==> src/pkg/ppt_pkg.sv <==
// Purpose: constants shared by the three-port parallel i/o block
// Assumes: one aligned 32-bit word per register, byte address = 4 * printed index
// Notes: printed offsets are not all multiples of four, so they are kept as indices
package ppt_pkg;
   // ****************************************************************
   // register indices and byte addresses
   // ****************************************************************
   localparam logic [7:0] IDX_SLAVE_LINK_CONTROL = 8'h24;
   localparam logic [7:0] IDX_BYTE_PORT_DATA = 8'h30;
   localparam logic [7:0] IDX_SIX_IN_TWO_OUT_DATA = 8'h40;
   localparam logic [7:0] IDX_SPLIT_PORT_DATA = 8'h50;
   localparam logic [7:0] IDX_SPLIT_PORT_FUNCTION_SELECT = 8'h55;
   localparam logic [7:0] IDX_SERIAL_CONTROL = 8'h58;
   localparam int ADDR_W = 10;
   localparam logic [ADDR_W-1:0] ADDR_SLC = {IDX_SLAVE_LINK_CONTROL, 2'b00};
   localparam logic [ADDR_W-1:0] ADDR_BPD = {IDX_BYTE_PORT_DATA, 2'b00};
   localparam logic [ADDR_W-1:0] ADDR_SIT = {IDX_SIX_IN_TWO_OUT_DATA, 2'b00};
   localparam logic [ADDR_W-1:0] ADDR_SPD = {IDX_SPLIT_PORT_DATA, 2'b00};
   localparam logic [ADDR_W-1:0] ADDR_SPF = {IDX_SPLIT_PORT_FUNCTION_SELECT, 2'b00};
   localparam logic [ADDR_W-1:0] ADDR_SER = {IDX_SERIAL_CONTROL, 2'b00};

   // ****************************************************************
   // field values and layouts
   // ****************************************************************
   localparam logic [7:0] SLC_PORT_IN = 8'h80;
   localparam logic [7:0] SLC_PORT_OUT = 8'h84;
   localparam logic [7:0] SLC_RESET = 8'h00;
   localparam int SLC_DIR_BIT = 2;
   localparam int SLC_SLAVE_LSB = 0;
   localparam int SLC_SLAVE_W = 2;
   localparam logic [7:0] EVEN_MASK = 8'h55;
   localparam logic [7:0] ODD_MASK = 8'haa;
   localparam logic [7:0] PB_OUT_MASK = 8'hc0;
   localparam logic [7:0] PB_IN_MASK = 8'h3f;
   localparam logic [7:0] BYTE_ZERO = 8'h00;
   localparam int PB_LINE_SIX = 6;
   localparam int PB_LINE_SEVEN = 7;
   localparam int PB_LINE_ZERO = 0;
   localparam int PB_LINE_ONE = 1;
   // serial control (chosen layout)
   localparam int SER_A_CLK_BIT = 0;
   localparam int SER_B_CLK_BIT = 1;
   localparam int SER_A_ALT_BIT = 2;
   localparam int SER_B_ALT_BIT = 3;
   localparam logic [3:0] SER_RESET = 4'h0;
   // split port pin positions
   localparam int PC_TX_A = 6;
   localparam int PC_TX_B = 4;
   localparam int PC_TX_C = 2;
   localparam int PC_TX_D = 0;
   localparam int PC_RX_A = 7;
   localparam int PC_RX_B = 5;
   localparam int PD_RX_A = 7;
   localparam int PD_RX_B = 5;
   localparam logic [1:0] HTRANS_NONSEQ = 2'b10;
   localparam logic [2:0] HSIZE_WORD = 3'b010;

   // ****************************************************************
   // bus slave states
   // ****************************************************************
   typedef enum logic [0:0] {
      PPT_IDLE = 1'b0,
      PPT_DATA = 1'b1
   } ppt_phase_e;
endpackage

==> src/hdl/ppt_line_mux.sv <==
// Purpose: per-line selection of drive source for a group of output lines
// Assumes: sel high routes the alternate signal, low routes the register bit
// Notes: the drive result is what the even bits of a read echo
`timescale 1ns/100ps
module ppt_line_mux #(
   parameter int W = 8
) (
   // selection
   input wire logic [W-1:0] sel,
   input wire logic [W-1:0] reg_val,
   input wire logic [W-1:0] alt_val,
   // result
   output logic [W-1:0] drive
);
   always_comb begin
      for (int i = 0; i < W; i++) begin
         drive[i] = sel[i] ? alt_val[i] : reg_val[i];
      end
   end
endmodule

==> src/hdl/ppt_serial_rx_sel.sv <==
// Purpose: choose receive source for serial ports a and b
// Assumes: pin levels synchronous to hclk
// Notes: c and d receivers always use split port pins
`timescale 1ns/100ps
module ppt_serial_rx_sel (
   // source select
   input wire logic alt_a,
   input wire logic alt_b,
   // pins
   input wire logic [7:0] split_in,
   input wire logic [7:0] fourth_in,
   // receive lines
   output logic rx_a,
   output logic rx_b
);
   always_comb begin
      rx_a = alt_a ? fourth_in[ppt_pkg::PD_RX_A] : split_in[ppt_pkg::PC_RX_A];
      rx_b = alt_b ? fourth_in[ppt_pkg::PD_RX_B] : split_in[ppt_pkg::PC_RX_B];
   end
endmodule

==> src/hdl/ppt_ports.sv <==
// Purpose: three 8-bit parallel ports behind an ahb-lite register slave
// Assumes: pins synchronous to hclk; zero-wait single word transfers
// Notes: slave and serial internals live elsewhere, only their lines meet here
//
// How it works
// - byte port register: write stores, read returns pins
// - control value 0x080 makes byte port input
// - control value 0x084 drives byte port output
// - after reset byte port is undriven input
// - byte port read shows sampled pin levels
// - second port: six inputs, two echoed outputs
// - slave mode: lines 2-7 slave, reads remain
// - lines 0/1 carry serial clocks when enabled
// - reset drives second port lines 6,7 low
// - split port even outputs, odd inputs, echo
// - function bits route transmit lines to outputs
// - serial receive lines stay readable on split port
// - serial a/b receive may come from fourth port
// - reset zeroes split even data and function bits
//
// Decided for this implementation: the AHB-Lite slave port.
`timescale 1ns/100ps
module ppt_ports (
   // clock and reset
   input wire logic hclk,
   input wire logic hresetn,
   // ahb-lite slave
   input wire logic hsel,
   input wire logic [ppt_pkg::ADDR_W-1:0] haddr,
   input wire logic [1:0] htrans,
   input wire logic hwrite,
   input wire logic [2:0] hsize,
   input wire logic [31:0] hwdata,
   input wire logic hready,
   output logic [31:0] hrdata,
   output logic hreadyout,
   output logic hresp,
   // byte port pins
   input wire logic [7:0] byte_port_in,
   output logic [7:0] byte_port_out,
   output logic [7:0] byte_port_oe,
   // second port pins
   input wire logic [7:0] second_port_in,
   output logic [7:0] second_port_out,
   output logic [7:0] second_port_oe,
   // split port pins and fourth port receive pins
   input wire logic [7:0] split_port_in,
   output logic [7:0] split_port_out,
   input wire logic [7:0] fourth_port_in,
   // serial unit lines
   input wire logic serial_a_transmit,
   input wire logic serial_b_transmit,
   input wire logic serial_c_transmit,
   input wire logic serial_d_transmit,
   input wire logic serial_a_clk_out,
   input wire logic serial_b_clk_out,
   output logic serial_a_rx,
   output logic serial_b_rx,
   output logic serial_c_rx,
   output logic serial_d_rx,
   // slave logic lines
   input wire logic [7:2] slave_drive,
   input wire logic [7:2] slave_oe,
   output logic slave_enable
);
   // ****************************************************************
   // bus phase tracking
   // ****************************************************************
   ppt_pkg::ppt_phase_e phase_reg, phase_next;
   logic [ppt_pkg::ADDR_W-1:0] addr_reg, addr_next;
   logic wr_reg, wr_next;
   logic [31:0] rdata_reg, rdata_next;
   logic req;

   assign req = hsel && hready && (htrans == ppt_pkg::HTRANS_NONSEQ);
   assign hreadyout = 1'b1;
   assign hresp = 1'b0;
   assign hrdata = rdata_reg;

   // ****************************************************************
   // registers
   // ****************************************************************
   logic [7:0] slc_reg, slc_next;
   logic [7:0] bpd_reg, bpd_next;
   logic [7:6] sit_reg, sit_next;
   logic [7:0] spd_reg, spd_next;
   logic [7:0] spf_reg, spf_next;
   logic [3:0] ser_reg, ser_next;
   logic [7:0] split_drive;
   logic [7:0] second_rd;
   logic [7:0] byte_rd;
   logic wr_cycle;
   logic [7:0] wbyte;
   logic port_out_mode;

   assign wr_cycle = (phase_reg == ppt_pkg::PPT_DATA) && wr_reg;
   assign wbyte = hwdata[7:0];
   assign port_out_mode = slc_reg[ppt_pkg::SLC_DIR_BIT];
   assign slave_enable = |slc_reg[ppt_pkg::SLC_SLAVE_LSB +: ppt_pkg::SLC_SLAVE_W];

   function automatic logic [31:0] widen(input logic [7:0] b);
      widen = {24'h000000, b};
   endfunction

   // ****************************************************************
   // pin drive
   // ****************************************************************
   // reset leaves the control at zero: byte port undriven input
   always_comb begin
      byte_port_out = bpd_reg;
      byte_port_oe = (port_out_mode && !slave_enable) ? 8'hff : ppt_pkg::BYTE_ZERO;
   end

   // slave logic takes over lines 2-7; lines 0/1 follow serial clocks
   always_comb begin
      second_port_out = ppt_pkg::BYTE_ZERO;
      second_port_oe = ppt_pkg::BYTE_ZERO;
      if (slave_enable) begin
         second_port_out[7:2] = slave_drive;
         second_port_oe[7:2] = slave_oe;
      end else begin
         second_port_out[7:6] = sit_reg;
         second_port_oe = ppt_pkg::PB_OUT_MASK;
      end
      second_port_out[ppt_pkg::PB_LINE_ZERO] = serial_b_clk_out;
      second_port_oe[ppt_pkg::PB_LINE_ZERO] = ser_reg[ppt_pkg::SER_B_CLK_BIT];
      second_port_out[ppt_pkg::PB_LINE_ONE] = serial_a_clk_out;
      second_port_oe[ppt_pkg::PB_LINE_ONE] = ser_reg[ppt_pkg::SER_A_CLK_BIT];
   end

   ppt_line_mux #(
      .W(8)
   ) u_split_mux (
      .sel(spf_reg & ppt_pkg::EVEN_MASK),
      .reg_val(spd_reg & ppt_pkg::EVEN_MASK),
      .alt_val({1'b0, serial_a_transmit, 1'b0, serial_b_transmit,
                1'b0, serial_c_transmit, 1'b0, serial_d_transmit}),
      .drive(split_drive)
   );

   always_comb begin
      split_port_out = split_drive;
   end

   ppt_serial_rx_sel u_rx_sel (
      .alt_a(ser_reg[ppt_pkg::SER_A_ALT_BIT]),
      .alt_b(ser_reg[ppt_pkg::SER_B_ALT_BIT]),
      .split_in(split_port_in),
      .fourth_in(fourth_port_in),
      .rx_a(serial_a_rx),
      .rx_b(serial_b_rx)
   );

   always_comb begin
      serial_c_rx = split_port_in[3];
      serial_d_rx = split_port_in[1];
   end

   // ****************************************************************
   // read values
   // ****************************************************************
   always_comb begin
      byte_rd = byte_port_in;
      second_rd = (second_port_in & ppt_pkg::PB_IN_MASK)
                  | ({second_port_out[7:6], 6'h00} & ppt_pkg::PB_OUT_MASK);
   end

   // ****************************************************************
   // next state
   // ****************************************************************
   always_comb begin
      phase_next = req ? ppt_pkg::PPT_DATA : ppt_pkg::PPT_IDLE;
      addr_next = req ? haddr : addr_reg;
      wr_next = req ? hwrite : 1'b0;
      rdata_next = rdata_reg;
      if (req && !hwrite) begin
         case (haddr)
            ppt_pkg::ADDR_SLC: rdata_next = widen(slc_reg);
            ppt_pkg::ADDR_BPD: rdata_next = widen(byte_rd);
            ppt_pkg::ADDR_SIT: rdata_next = widen(second_rd);
            ppt_pkg::ADDR_SPD: rdata_next = widen((split_port_in & ppt_pkg::ODD_MASK)
                                          | (split_drive & ppt_pkg::EVEN_MASK));
            ppt_pkg::ADDR_SER: rdata_next = {28'h0000000, ser_reg};
            default: rdata_next = 32'h00000000;
         endcase
      end
   end

   always_comb begin
      slc_next = slc_reg;
      bpd_next = bpd_reg;
      sit_next = sit_reg;
      spd_next = spd_reg;
      spf_next = spf_reg;
      ser_next = ser_reg;
      if (wr_cycle) begin
         case (addr_reg)
            ppt_pkg::ADDR_SLC: slc_next = wbyte;
            ppt_pkg::ADDR_BPD: bpd_next = wbyte;
            ppt_pkg::ADDR_SIT: sit_next = wbyte[7:6];
            ppt_pkg::ADDR_SPD: spd_next = wbyte & ppt_pkg::EVEN_MASK;
            ppt_pkg::ADDR_SPF: spf_next = wbyte & ppt_pkg::EVEN_MASK;
            ppt_pkg::ADDR_SER: ser_next = wbyte[3:0];
            default: slc_next = slc_reg;
         endcase
      end
   end

   // ****************************************************************
   // state registers
   // ****************************************************************
   // byte port data has no documented reset; zero keeps pins defined
   always_ff @(posedge hclk or negedge hresetn) begin
      if (!hresetn) begin
         phase_reg <= ppt_pkg::PPT_IDLE;
         addr_reg <= '0;
         wr_reg <= 1'b0;
         rdata_reg <= 32'h00000000;
         slc_reg <= ppt_pkg::SLC_RESET;
         bpd_reg <= ppt_pkg::BYTE_ZERO;
         sit_reg <= 2'b00;
         spd_reg <= ppt_pkg::BYTE_ZERO;
         spf_reg <= ppt_pkg::BYTE_ZERO;
         ser_reg <= ppt_pkg::SER_RESET;
      end else begin
         phase_reg <= phase_next;
         addr_reg <= addr_next;
         wr_reg <= wr_next;
         rdata_reg <= rdata_next;
         slc_reg <= slc_next;
         bpd_reg <= bpd_next;
         sit_reg <= sit_next;
         spd_reg <= spd_next;
         spf_reg <= spf_next;
         ser_reg <= ser_next;
      end
   end
endmodule

==> config.mk <==
export PLATFORM = sky130hd
export DESIGN_NAME = ppt_ports
export DESIGN_NICKNAME = d
export VERILOG_FILES = /design/src/pkg/ppt_pkg.sv /design/src/hdl/ppt_line_mux.sv /design/src/hdl/ppt_serial_rx_sel.sv /design/src/hdl/ppt_ports.sv
export SDC_FILE = /design/constraint.sdc
export NUM_CORES = 1
export LEC_CHECK = 0
export ABC_AREA = 1
export BUFFER_PORTS_ARGS = -buffer_cell sky130_fd_sc_hd__buf_4
export CORE_MARGIN = 2
export CORE_UTILIZATION = 40
export DETAILED_ROUTE_END_ITERATION = 12
export HOLD_SLACK_MARGIN = 0.06
export PLACE_DENSITY_LB_ADDON = 0.05
export SLEW_MARGIN = 20
export SYNTH_ARGS = -nofsm -noshare
export SYNTH_HDL_FRONTEND = slang
export SYNTH_SLANG_ARGS = --single-unit
==> constraint.sdc <==
create_clock -name hclk -period 1.15 [get_ports hclk]
set_input_delay 0 -clock hclk [delete_from_list [all_inputs] [get_ports hclk]]
set_output_delay 0 -clock hclk [all_outputs]
set_load 0.03 [all_outputs]
==> flow_summary.json, run 1 <==
{
  "status": "complete, but fails checks",
  "violations": "setup timing",
  "synth_ff_type": "dfrtp_1",
  "dp_slack_ps": -214.3,
  "use_met2": 0.3150,
  "synth_top_area_frac": 0.4068,
  "required_ps": 1150,
  "worst_setup_path_end_kind": "output port",
  "path_cells": "nor2_4, inv_6, nor2_4, buf_4",
  "drive_gt1_frac": 0.4589,
  "start_kind": "flip-flop",
  "grt_max_degree": 31,
  "netlist_instances": 384,
  "slew_violations": 0,
  "final_cells": 622,
  "clockBufferDepth": 2,
  "setup_viol": 53,
  "use_met3": 0.03122,
  "synth_warnings": 0,
  "first_iter_violations": 76,
  "peakVddDrop_mv": 0.5975,
  "clock-sinks": 50,
  "synthTopCellsByArea": "dfrtp_1 (41%), buf_4 (10%), nand2_1 (10%)",
  "antenna_found_initial": 0,
  "power_density_nw_per_um2": 952.8,
  "cpPeakStageDelay_ps": 410,
  "grt_busiest_layer": "met2",
  "hp-start": "hwdata[2]",
  "yosysMostFrequentCell": "nand2_1",
  "crit_fanout": 8,
  "die_w_um": 91.69,
  "core_area_um2": 7331,
  "fp.dieH_um": 91.69,
  "routedWlPerCell_um": 12.99,
  "startpoint": "slc_reg[1]",
  "finalCriticalPeriod_ps": 1335,
  "r2r_start": "addr_reg[8]",
  "cp_common_cell": "nor2_4",
  "worstSetupPathType": "reg2out",
  "place_inst": 583,
  "hold_depth": 3,
  "leakagePower_nw": 2.359,
  "rows": 31,
  "port_buffers": 107,
  "reg2regPathDepth": 6,
  "reg2reg_setup_slack_ps": -180,
  "grt_pass1_wl_um": 13010,
  "num_vias": 2831,
  "rsz0062_at_grt": "true",
  "grt_usage": 0.1935,
  "fin_area_um2": 4539,
  "cts_inserted_buffers": 5,
  "place_area_um2": 3953,
  "syn_to_final_growth_pct": 47.60,
  "first_pass_iters": 4,
  "clk_pin_slew_ps": 90,
  "globalRouteMet1Util": 0.2725,
  "routed_wl_um": 8082,
  "reg2reg_to": "ser_reg[0]",
  "finalClockSkew_ps": 6.716,
  "synthesis.area_um2": 3075,
  "synth_edf_count": 0,
  "async_reset_ff_frac": 1.000,
  "hpwl_um": 6108,
  "dieArea_um2": 8406,
  "yosys.area.top_type": "dfrtp_1",
  "worst_slack_ps": -185.3,
  "hold_path_class": "in2reg",
  "clkLatencyLatePin_ps": 300,
  "ioPinCount": 181,
  "worstPathArrival_ps": 1340,
  "grt_remaining_overflow": 0,
  "slowest_stage": "dfrtp_1",
  "hold_violations": 0,
  "num_antenna_cells": 0,
  "yosys_register_bits": 50,
  "synth_cell_type_count": 34,
  "max_cap_violations": 0,
  "synth_commonest_cells": "nand2_1 (84), dfrtp_1 (50), inv_1 (44), buf_4 (42), nand3_1 (38)",
  "initial_utilization": 0.4195,
  "fin_crit_sh": 1.161,
  "cts-root-buf": "clkbuf_8",
  "ant_nets": 0,
  "fmax_mhz": 748.9,
  "p_total_mw": 4.325,
  "fin_nets": 624,
  "viasPerCell": 4.551,
  "largest_reg_flops": 10,
  "hold_end": "byte_port_out[2]",
  "cts_tree": "done",
  "route.detailed.drc": 0,
  "htreeDepth": 2,
  "syn_avg_cell_area_um2": 8.009,
  "first_global_vias": 2667,
  "seq_area_frac_synth": 0.4068,
  "gp_congestion": 0.9049
}
==> layout make-up <==
class / count / area [um^2]
multi-input cells: 266 / 1598
repair buffers: 150 / 1265
well taps: 99 / 123.9
clock inverters: 3 / 40.04
clock buffers: 5 / 68.82
flip-flops and latches: 50 / 1255
inverters: 49 / 188.9
fillers: 662 / 2791
==> power by group <==
part | internal (mW) | switching (mW)
combinational | 0.469 | 0.668
clock | 0.642 | 0.591
sequential | 1.86 | 0.0923
==> per-layer routing <==
layer / part of all wire / up-vias
li1: - / 1431
met1: 0.46 / 1283
met2: 0.46 / 108
met3: 0.060 / 9
met4: 0.013 / 0
met5: 0 / -
==> logic make-up after synthesis <==
kind of cell	count (synthesis)	share of synthesized area
AO/OA/AOI/OAI	47	0.09886
flip-flops	50	0.4068
multiplexers	2	0.007323
buffers and inverters	96	0.1770
AND/OR/NAND/NOR	187	0.3076
other	2	0.002442
==> timing repair <==
| action | 4_1_cts | 5_1_grt |
|---|---|---|
| resized for setup | 45 | 17 |
| buffers inserted | 4 | 6 |
| hold endpoints to repair | 83 | 0 |
| hold buffers | 21 | 0 |
| gates cloned | 0 | 0 |
| endpoints found under the setup margin | 52 | 64 |
| pin swaps | 11 | 11 |
==> cell usage in the layout, fill, tap and decap left out, types with 2 or more instances in the layout <==
| cell type | netlist | layout |
|---|---|---|
| nor3_2 | 3 | 4 |
| a21boi_1 | 2 | 2 |
| clkinv_2 | 0 | 2 |
| nand3_4 | 1 | 3 |
| nor3_4 | 1 | 2 |
| or2_4 | 0 | 2 |
| o21ai_0 | 15 | 9 |
| buf_12 | 0 | 3 |
| inv_1 | 44 | 40 |
| nor2_8 | 2 | 2 |
| o21ai_2 | 16 | 20 |
| nor2_4 | 3 | 6 |
| o21ai_1 | 12 | 13 |
| nand2_1 | 84 | 56 |
| buf_4 | 42 | 113 |
| nand3_1 | 38 | 33 |
| conb_1 | 2 | 30 |
| dlygate4sd3_1 | 0 | 21 |
| dfrtp_2 | 0 | 3 |
| clkbuf_8 | 0 | 5 |
| nor2_2 | 4 | 6 |
| buf_6 | 2 | 13 |
| or2_2 | 6 | 4 |
| inv_2 | 4 | 7 |
| nor2_1 | 28 | 23 |
| dfrtp_1 | 50 | 47 |
| mux2_4 | 0 | 2 |
| nand3_2 | 5 | 8 |
| nand4_1 | 5 | 5 |
| nand2_2 | 1 | 25 |
| nand2_4 | 1 | 5 |
==> through the flow <==
step	hold WS [ps]	utilization	TNS, ps
floorplan	-295.6	-	-1674
global placement	-88.54	0.5392	-3994
detailed placement	-89.15	0.5392	-4564
CTS	62.14	0.6062	-7564
global route	78.17	0.6192	-11500
finish	56.19	0.6192	-7341
==> worst max-delay path by stage <==
stage                                  end  cells past startpoint
after floorplan           byte_port_out[6]                      6
after global placement          ser_reg[0]                      6
after detailed placement        ser_reg[2]                      6
after CTS                  byte_port_oe[7]                      4
after global routing            ser_reg[2]                      6
final                      byte_port_oe[7]                      4
==> critical path: cells and delay by family (launching register included) <==
family / cells / cell delay [ps]
flops: 1 / 410
simple gates: 2 / 370
buf+inv: 2 / 260
No activity file was read; power rests on OpenSTA's default activity.
==> inputs of run 2 (changes only) <==
Settings changed: CAP_MARGIN set to 25, CELL_PAD_IN_SITES_DETAIL_PLACEMENT set to 1, CELL_PAD_IN_SITES_GLOBAL_PLACEMENT set to 1, CORE_UTILIZATION 40 to 27.
==> run 2 against run 1 <==
Effect of this change: register-to-register slack worse by 40 ps; via count up 1.9%; critical path type is now reg2reg; global-route usage is 3.0 points lower; sequential power hardly changed; the flow still finishes with violations (setup timing); hold slack better by 17 ps; worst setup slack lost 32 ps.
==> flow_summary.json, run 2 (synthesis gave the netlist of run 1 again) <==
{
  "status": "complete, but fails checks",
  "violations": "setup timing",
  "num_vias": 2885,
  "gp_congestion": 0.7678,
  "first_iter_violations": 88,
  "slew_violations": 0,
  "setup_viol": 55,
  "drive_gt1_frac": 0.4576,
  "max_cap_violations": 0,
  "finalCriticalPeriod_ps": 1367,
  "rows": 38,
  "ant_nets": 0,
  "start_kind": "flip-flop",
  "port_buffers": 107,
  "routedWlPerCell_um": 14.65,
  "viasPerCell": 4.300,
  "syn_to_final_growth_pct": 54.92,
  "reg2regPathDepth": 6,
  "num_antenna_cells": 0,
  "worstSetupPathType": "reg2reg",
  "clockBufferDepth": 2,
  "antenna_found_initial": 0,
  "routed_wl_um": 9832,
  "crit_fanout": 8,
  "finalClockSkew_ps": 5.596,
  "peakVddDrop_mv": 0.7440,
  "r2r_start": "addr_reg[7]",
  "cts_inserted_buffers": 5,
  "worstPathArrival_ps": 1540,
  "reg2reg_to": "ser_reg[1]",
  "worst_setup_path_end_kind": "flip-flop",
  "grt_remaining_overflow": 0,
  "hpwl_um": 7497,
  "fin_area_um2": 4765,
  "fin_nets": 632,
  "initial_utilization": 0.2800,
  "clock-sinks": 50,
  "hold_violations": 0,
  "required_ps": 1320,
  "clk_pin_slew_ps": 70,
  "htreeDepth": 2,
  "ioPinCount": 181,
  "place_area_um2": 4091,
  "first_global_vias": 3051,
  "crit_end": "ser_reg[1]",
  "worst_slack_ps": -217.1,
  "startpoint": "addr_reg[7]",
  "reg2reg_setup_slack_ps": -220,
  "grt_pass1_wl_um": 16350,
  "die_w_um": 110.7,
  "cts-root-buf": "clkbuf_16",
  "p_total_mw": 4.695,
  "fp.dieH_um": 110.7,
  "final_common_cell": "buf_4",
  "fmax_mhz": 731.5,
  "grt_usage": 0.1639,
  "layout_common_cells": "buf_4 (112), nand2_1 (63), dfrtp_1 (48), inv_1 (39), nand3_1 (32)",
  "dieArea_um2": 12260,
  "cts_tree": "done",
  "grt_max_degree": 24,
  "core_area_um2": 10980,
  "route.detailed.drc": 0,
  "leakagePower_nw": 2.442,
  "fin_crit_sh": 1.189,
  "power_density_nw_per_um2": 985.5,
  "first_pass_iters": 4,
  "rsz0062_at_grt": "true",
  "largest_reg_flops": 10,
  "hold_depth": 5,
  "clkLatencyLatePin_ps": 290,
  "hold_path_class": "in2reg"
}
run 2: cell count changes in the layout (fill, tap and decap cells not counted), sizes merged:
cell,before,now
buf,129,139
bufinv,1,0
clkinv,3,2
dlygate4sd3,21,19
inv,48,50
run 2: repair_timing:
| action | 4_1_cts | 5_1_grt |
|---|---|---|
| hold endpoints to repair | 77 | 1 |
| setup buffers | 3 | 7 |
| cloned | 0 | 0 |
| pin swaps | 13 | 14 |
| endpoints found under the setup margin | 56 | 63 |
| gates resized for setup | 45 | 26 |
| hold buffers | 19 | 1 |
run 2: worst min-delay path by stage:
stage / startpoint / endpoint / slack [ps]
3_5_place_dp: hresetn / hrdata[4] / -90
3_3_place_gp: hresetn / hrdata[4] / -90
5_1_grt: byte_port_in[3] / hrdata[3] / 80
6_report: second_port_in[4] / hrdata[4] / 70
4_1_cts: second_port_in[4] / hrdata[4] / 70
2_1_floorplan: hresetn / addr_reg[0] / -300
run 2: final cells by class:
class,count,area (um^2)
Multi-Input combinational cell,266,1584
Tap cell,140,175.2
Timing Repair Buffer,158,1409
Sequential cell,50,1254
Clock inverter,3,28.78
Inverter,49,188.9
Fill cell,1325,6218
Clock buffer,5,125.1
run 2: report_power, final:
group,internal (mW),leakage [nW],switching [mW]
sequential,1.86,0.527,0.0942
combinational,0.488,1.84,0.681
clock,0.836,0.0763,0.736
run 2: routing by layer:
layer / up-vias / share of wire / track usage
met4: 0 / 0.0078 / 0.02000
met3: 6 / 0.046 / 0.04101
met2: 79 / 0.48 / 0.2744
met5: - / 0 / 0
li1: 1441 / - / -
met1: 1359 / 0.46 / 0.2210
run 2: through the flow:
step                std cells  hold slack, ps  setup TNS [ps]  worst slack (ps)  utilization
global placement          634          -87.73           -5128            -239.0       0.3725
CTS                       664           66.85           -8698            -210.1       0.4214
floorplan                 412          -295.6           -1674            -131.9            -
finish                    671           72.72           -9080            -217.1       0.4338
global route              671           82.45          -13300            -317.2       0.4338
detailed placement        634          -87.13           -5544            -258.6       0.3725
run 2: critical path: stages (launching register included):
cell and delay [ps]:
dfrtp_1 430, inv_2 80, nand4_1 140, nor3_2 230
nand3_2 200, nand2_1 110, o21ai_1 70
==> inputs of run 3 (changes only) <==
--- a/config.mk
+++ b/config.mk
@@ -8,3 +8,3 @@
 export ABC_AREA = 1
-export BUFFER_PORTS_ARGS = -buffer_cell sky130_fd_sc_hd__buf_4
+export BUFFER_PORTS_ARGS = -buffer_cell sky130_fd_sc_hd__buf_2
 export CAP_MARGIN = 25
==> constraint.sdc (replaced) <==
create_clock -name hclk -period 1.15 [get_ports hclk]
set_input_delay 0.0575 -clock hclk [delete_from_list [all_inputs] [get_ports hclk]]
set_output_delay 0.0575 -clock hclk [all_outputs]
set_load 0.03 [all_outputs]
==> run 3 against run 2 <==
Effect of this change: worst setup slack worse by 20 ps; hold slack gained 17 ps; largest power group unchanged; flip-flop and latch count unchanged; clock skew is essentially flat; the flow still finishes with violations (setup timing); total power decreased by 0.23%; sequential power barely moved; combinational power about the same.
==> flow_summary.json, run 3 (synthesis gave the netlist of run 1 again) <==
{
  "max_cap_violations": 0,
  "reg2reg_setup_slack_ps": -220,
  "leakagePower_nw": 2.384,
  "gp_congestion": 0.7526,
  "switchingPower_mw": 1.553,
  "crit_end": "byte_port_oe[6]",
  "tns_ps": -9147,
  "route.detailed.drc": 0,
  "clk_pin_slew_ps": 80,
  "fmax_mhz": 720.8,
  "crit_buf_inv": 2,
  "clockBufferDepth": 2,
  "startpoint": "slc_reg[1]",
  "violations": "setup timing",
  "routed_wl_um": 9679,
  "port_buffers": 107,
  "final_cells": 671,
  "power_density_nw_per_um2": 1009,
  "grt_usage": 0.1534,
  "internal_power_mw": 3.132,
  "setup_viol": 56,
  "clkPwrFrac": 0.334,
  "worstPathArrival_ps": 1330,
  "fp.dieH_um": 110.7,
  "required_ps": 1090,
  "viasPerCell": 4.326,
  "cts-root-buf": "clkbuf_16",
  "cp_top_family": "flip-flops",
  "m1WireLength_um": 4614,
  "rsz0062_at_grt": "true",
  "layout_common_cells": "buf_2 (80), nand2_1 (45), buf_4 (44), dfrtp_1 (43), inv_1 (38)",
  "initial_utilization": 0.2800,
  "clkLatencyLatePin_ps": 290,
  "cp_common_cell": "nor2_4",
  "routedWlPerCell_um": 14.42,
  "worst_slack_ps": -237.3,
  "antenna_found_initial": 0,
  "hold_violations": 0,
  "nFillCells": 1327,
  "core_area_um2": 10980,
  "slowest_stage": "dfrtp_1",
  "htreeDepth": 2,
  "first_pass_iters": 4,
  "crit_fanout": 8,
  "status": "complete, but fails checks",
  "r2r_start": "addr_reg[7]",
  "wl_met3_um": 335,
  "fin_hold_ws_ps": 89.58,
  "start_kind": "flip-flop",
  "worst_setup_path_end_kind": "output port",
  "swShare": 0.3314,
  "top_layer_used": "met4",
  "crit_cells": 4,
  "met2_length_um": 4625,
  "cts_inserted_buffers": 5,
  "fin_nets": 632,
  "hpwl_um": 7200,
  "worstSetupPathType": "reg2out",
  "finalCriticalPeriod_ps": 1387,
  "path_cells": "nor2_4, inv_4, nor2_4, buf_4",
  "fin_util": 0.4225,
  "grt_max_degree": 24,
  "slew_violations": 0,
  "cts_tree": "done",
  "seq_power_share": 0.419,
  "die_w_um": 110.7,
  "grt_remaining_overflow": 0,
  "syn_to_final_growth_pct": 50.89,
  "place_inst": 632,
  "first_global_vias": 2908,
  "cpPeakStageDelay_ps": 410,
  "final_common_cell": "buf_2",
  "drive_gt1_frac": 0.5311,
  "num_vias": 2903,
  "reg2reg_to": "ser_reg[3]",
  "ant_nets": 0,
  "peakVddDrop_mv": 0.6670,
  "num_antenna_cells": 0,
  "dieArea_um2": 12260,
  "largest_reg_flops": 10,
  "ioPinCount": 181,
  "power_frac_comb": 0.247,
  "clock-sinks": 50,
  "fin_crit_sh": 1.206,
  "grt_pass1_wl_um": 15400,
  "first_iter_violations": 71,
  "finalClockSkew_ps": 6.044,
  "hold_path_class": "in2reg",
  "reg2regPathDepth": 7,
  "rows": 38
}
## run 3: changes by cell type in the layout (fill, tap and decap cells not counted), moves of 5 or more
cell / previous run / this run
buf_2: 0 / 80
buf_4: 112 / 44
buf_8: 8 / 0
dfrtp_1: 48 / 43
dfrtp_2: 2 / 7
dlygate4sd3_1: 19 / 10
nand2_1: 63 / 45
nand2_2: 17 / 31
o21ai_1: 13 / 6
o21ai_2: 18 / 24
## run 3: layout make-up
| type | count | area, um^2 | share of cell area |
|---|---|---|---|
| Multi-Input combinational cell | 267 | 1734 | 0.3737 |
| Sequential cell | 50 | 1260 | 0.2715 |
| Timing Repair Buffer | 157 | 1134 | 0.2443 |
| Inverter | 49 | 186.4 | 0.04017 |
| Tap cell | 140 | 175.2 | 0.03775 |
| Clock buffer | 5 | 125.1 | 0.02696 |
| Clock inverter | 3 | 26.28 | 0.005662 |
## run 3: power by group through the flow
stage | logic [mW] | registers, mW | clock network [mW]
after detailed placement | 0.914 | 1.97 | 0
after global routing | 1.26 | 1.97 | 1.68
final | 1.16 | 1.96 | 1.56
after global placement | 0.907 | 1.97 | 0
after CTS | 1.05 | 1.96 | 1.61
after floorplan | 0.589 | 2.02 | 0
## run 3: per-layer routing
metal  vias to the layer above  track usage
li1                       1449            -
met1                      1371       0.2156
met2                        79       0.2556
met3                         4      0.02460
met4                         0      0.02083
met5                         -            0
## run 3: how the worst min path moves through the flow
| stage | startpoint | endpoint | cells after the start |
|---|---|---|---|
| final | hwdata[1] | byte_port_out[1] | 3 |
| after global routing | serial_b_clk_out | second_port_out[0] | 0 |
| after CTS | hwdata[4] | byte_port_out[4] | 3 |
| after detailed placement | hresetn | hrdata[4] | 1 |
| after global placement | hresetn | hrdata[4] | 1 |
| after floorplan | hresetn | addr_reg[0] | 0 |
## run 3: timing repair
item | CTS | global route
pin swaps | 12 | 21
buffers inserted | 7 | 15
endpoints found under the setup margin | 59 | 64
hold buffers | 10 | 0
endpoints found under the hold margin | 59 | 0
gates resized for setup | 86 | 48
gates cloned | 0 | 1
## run 3: tightest hold or removal path: stages
cell and delay, ps:
buf_2 70, inv_1 80, o21ai_2 140
## run 3: through the flow
step	cell area, um^2	setup WS [ps]	total power [mW]
floorplan	3256	-131.9	2.612
global placement	3796	-220.0	2.878
detailed placement	3796	-297.4	2.884
CTS	4374	-246.6	4.620
global route	4641	-311.6	4.912
finish	4641	-237.3	4.684
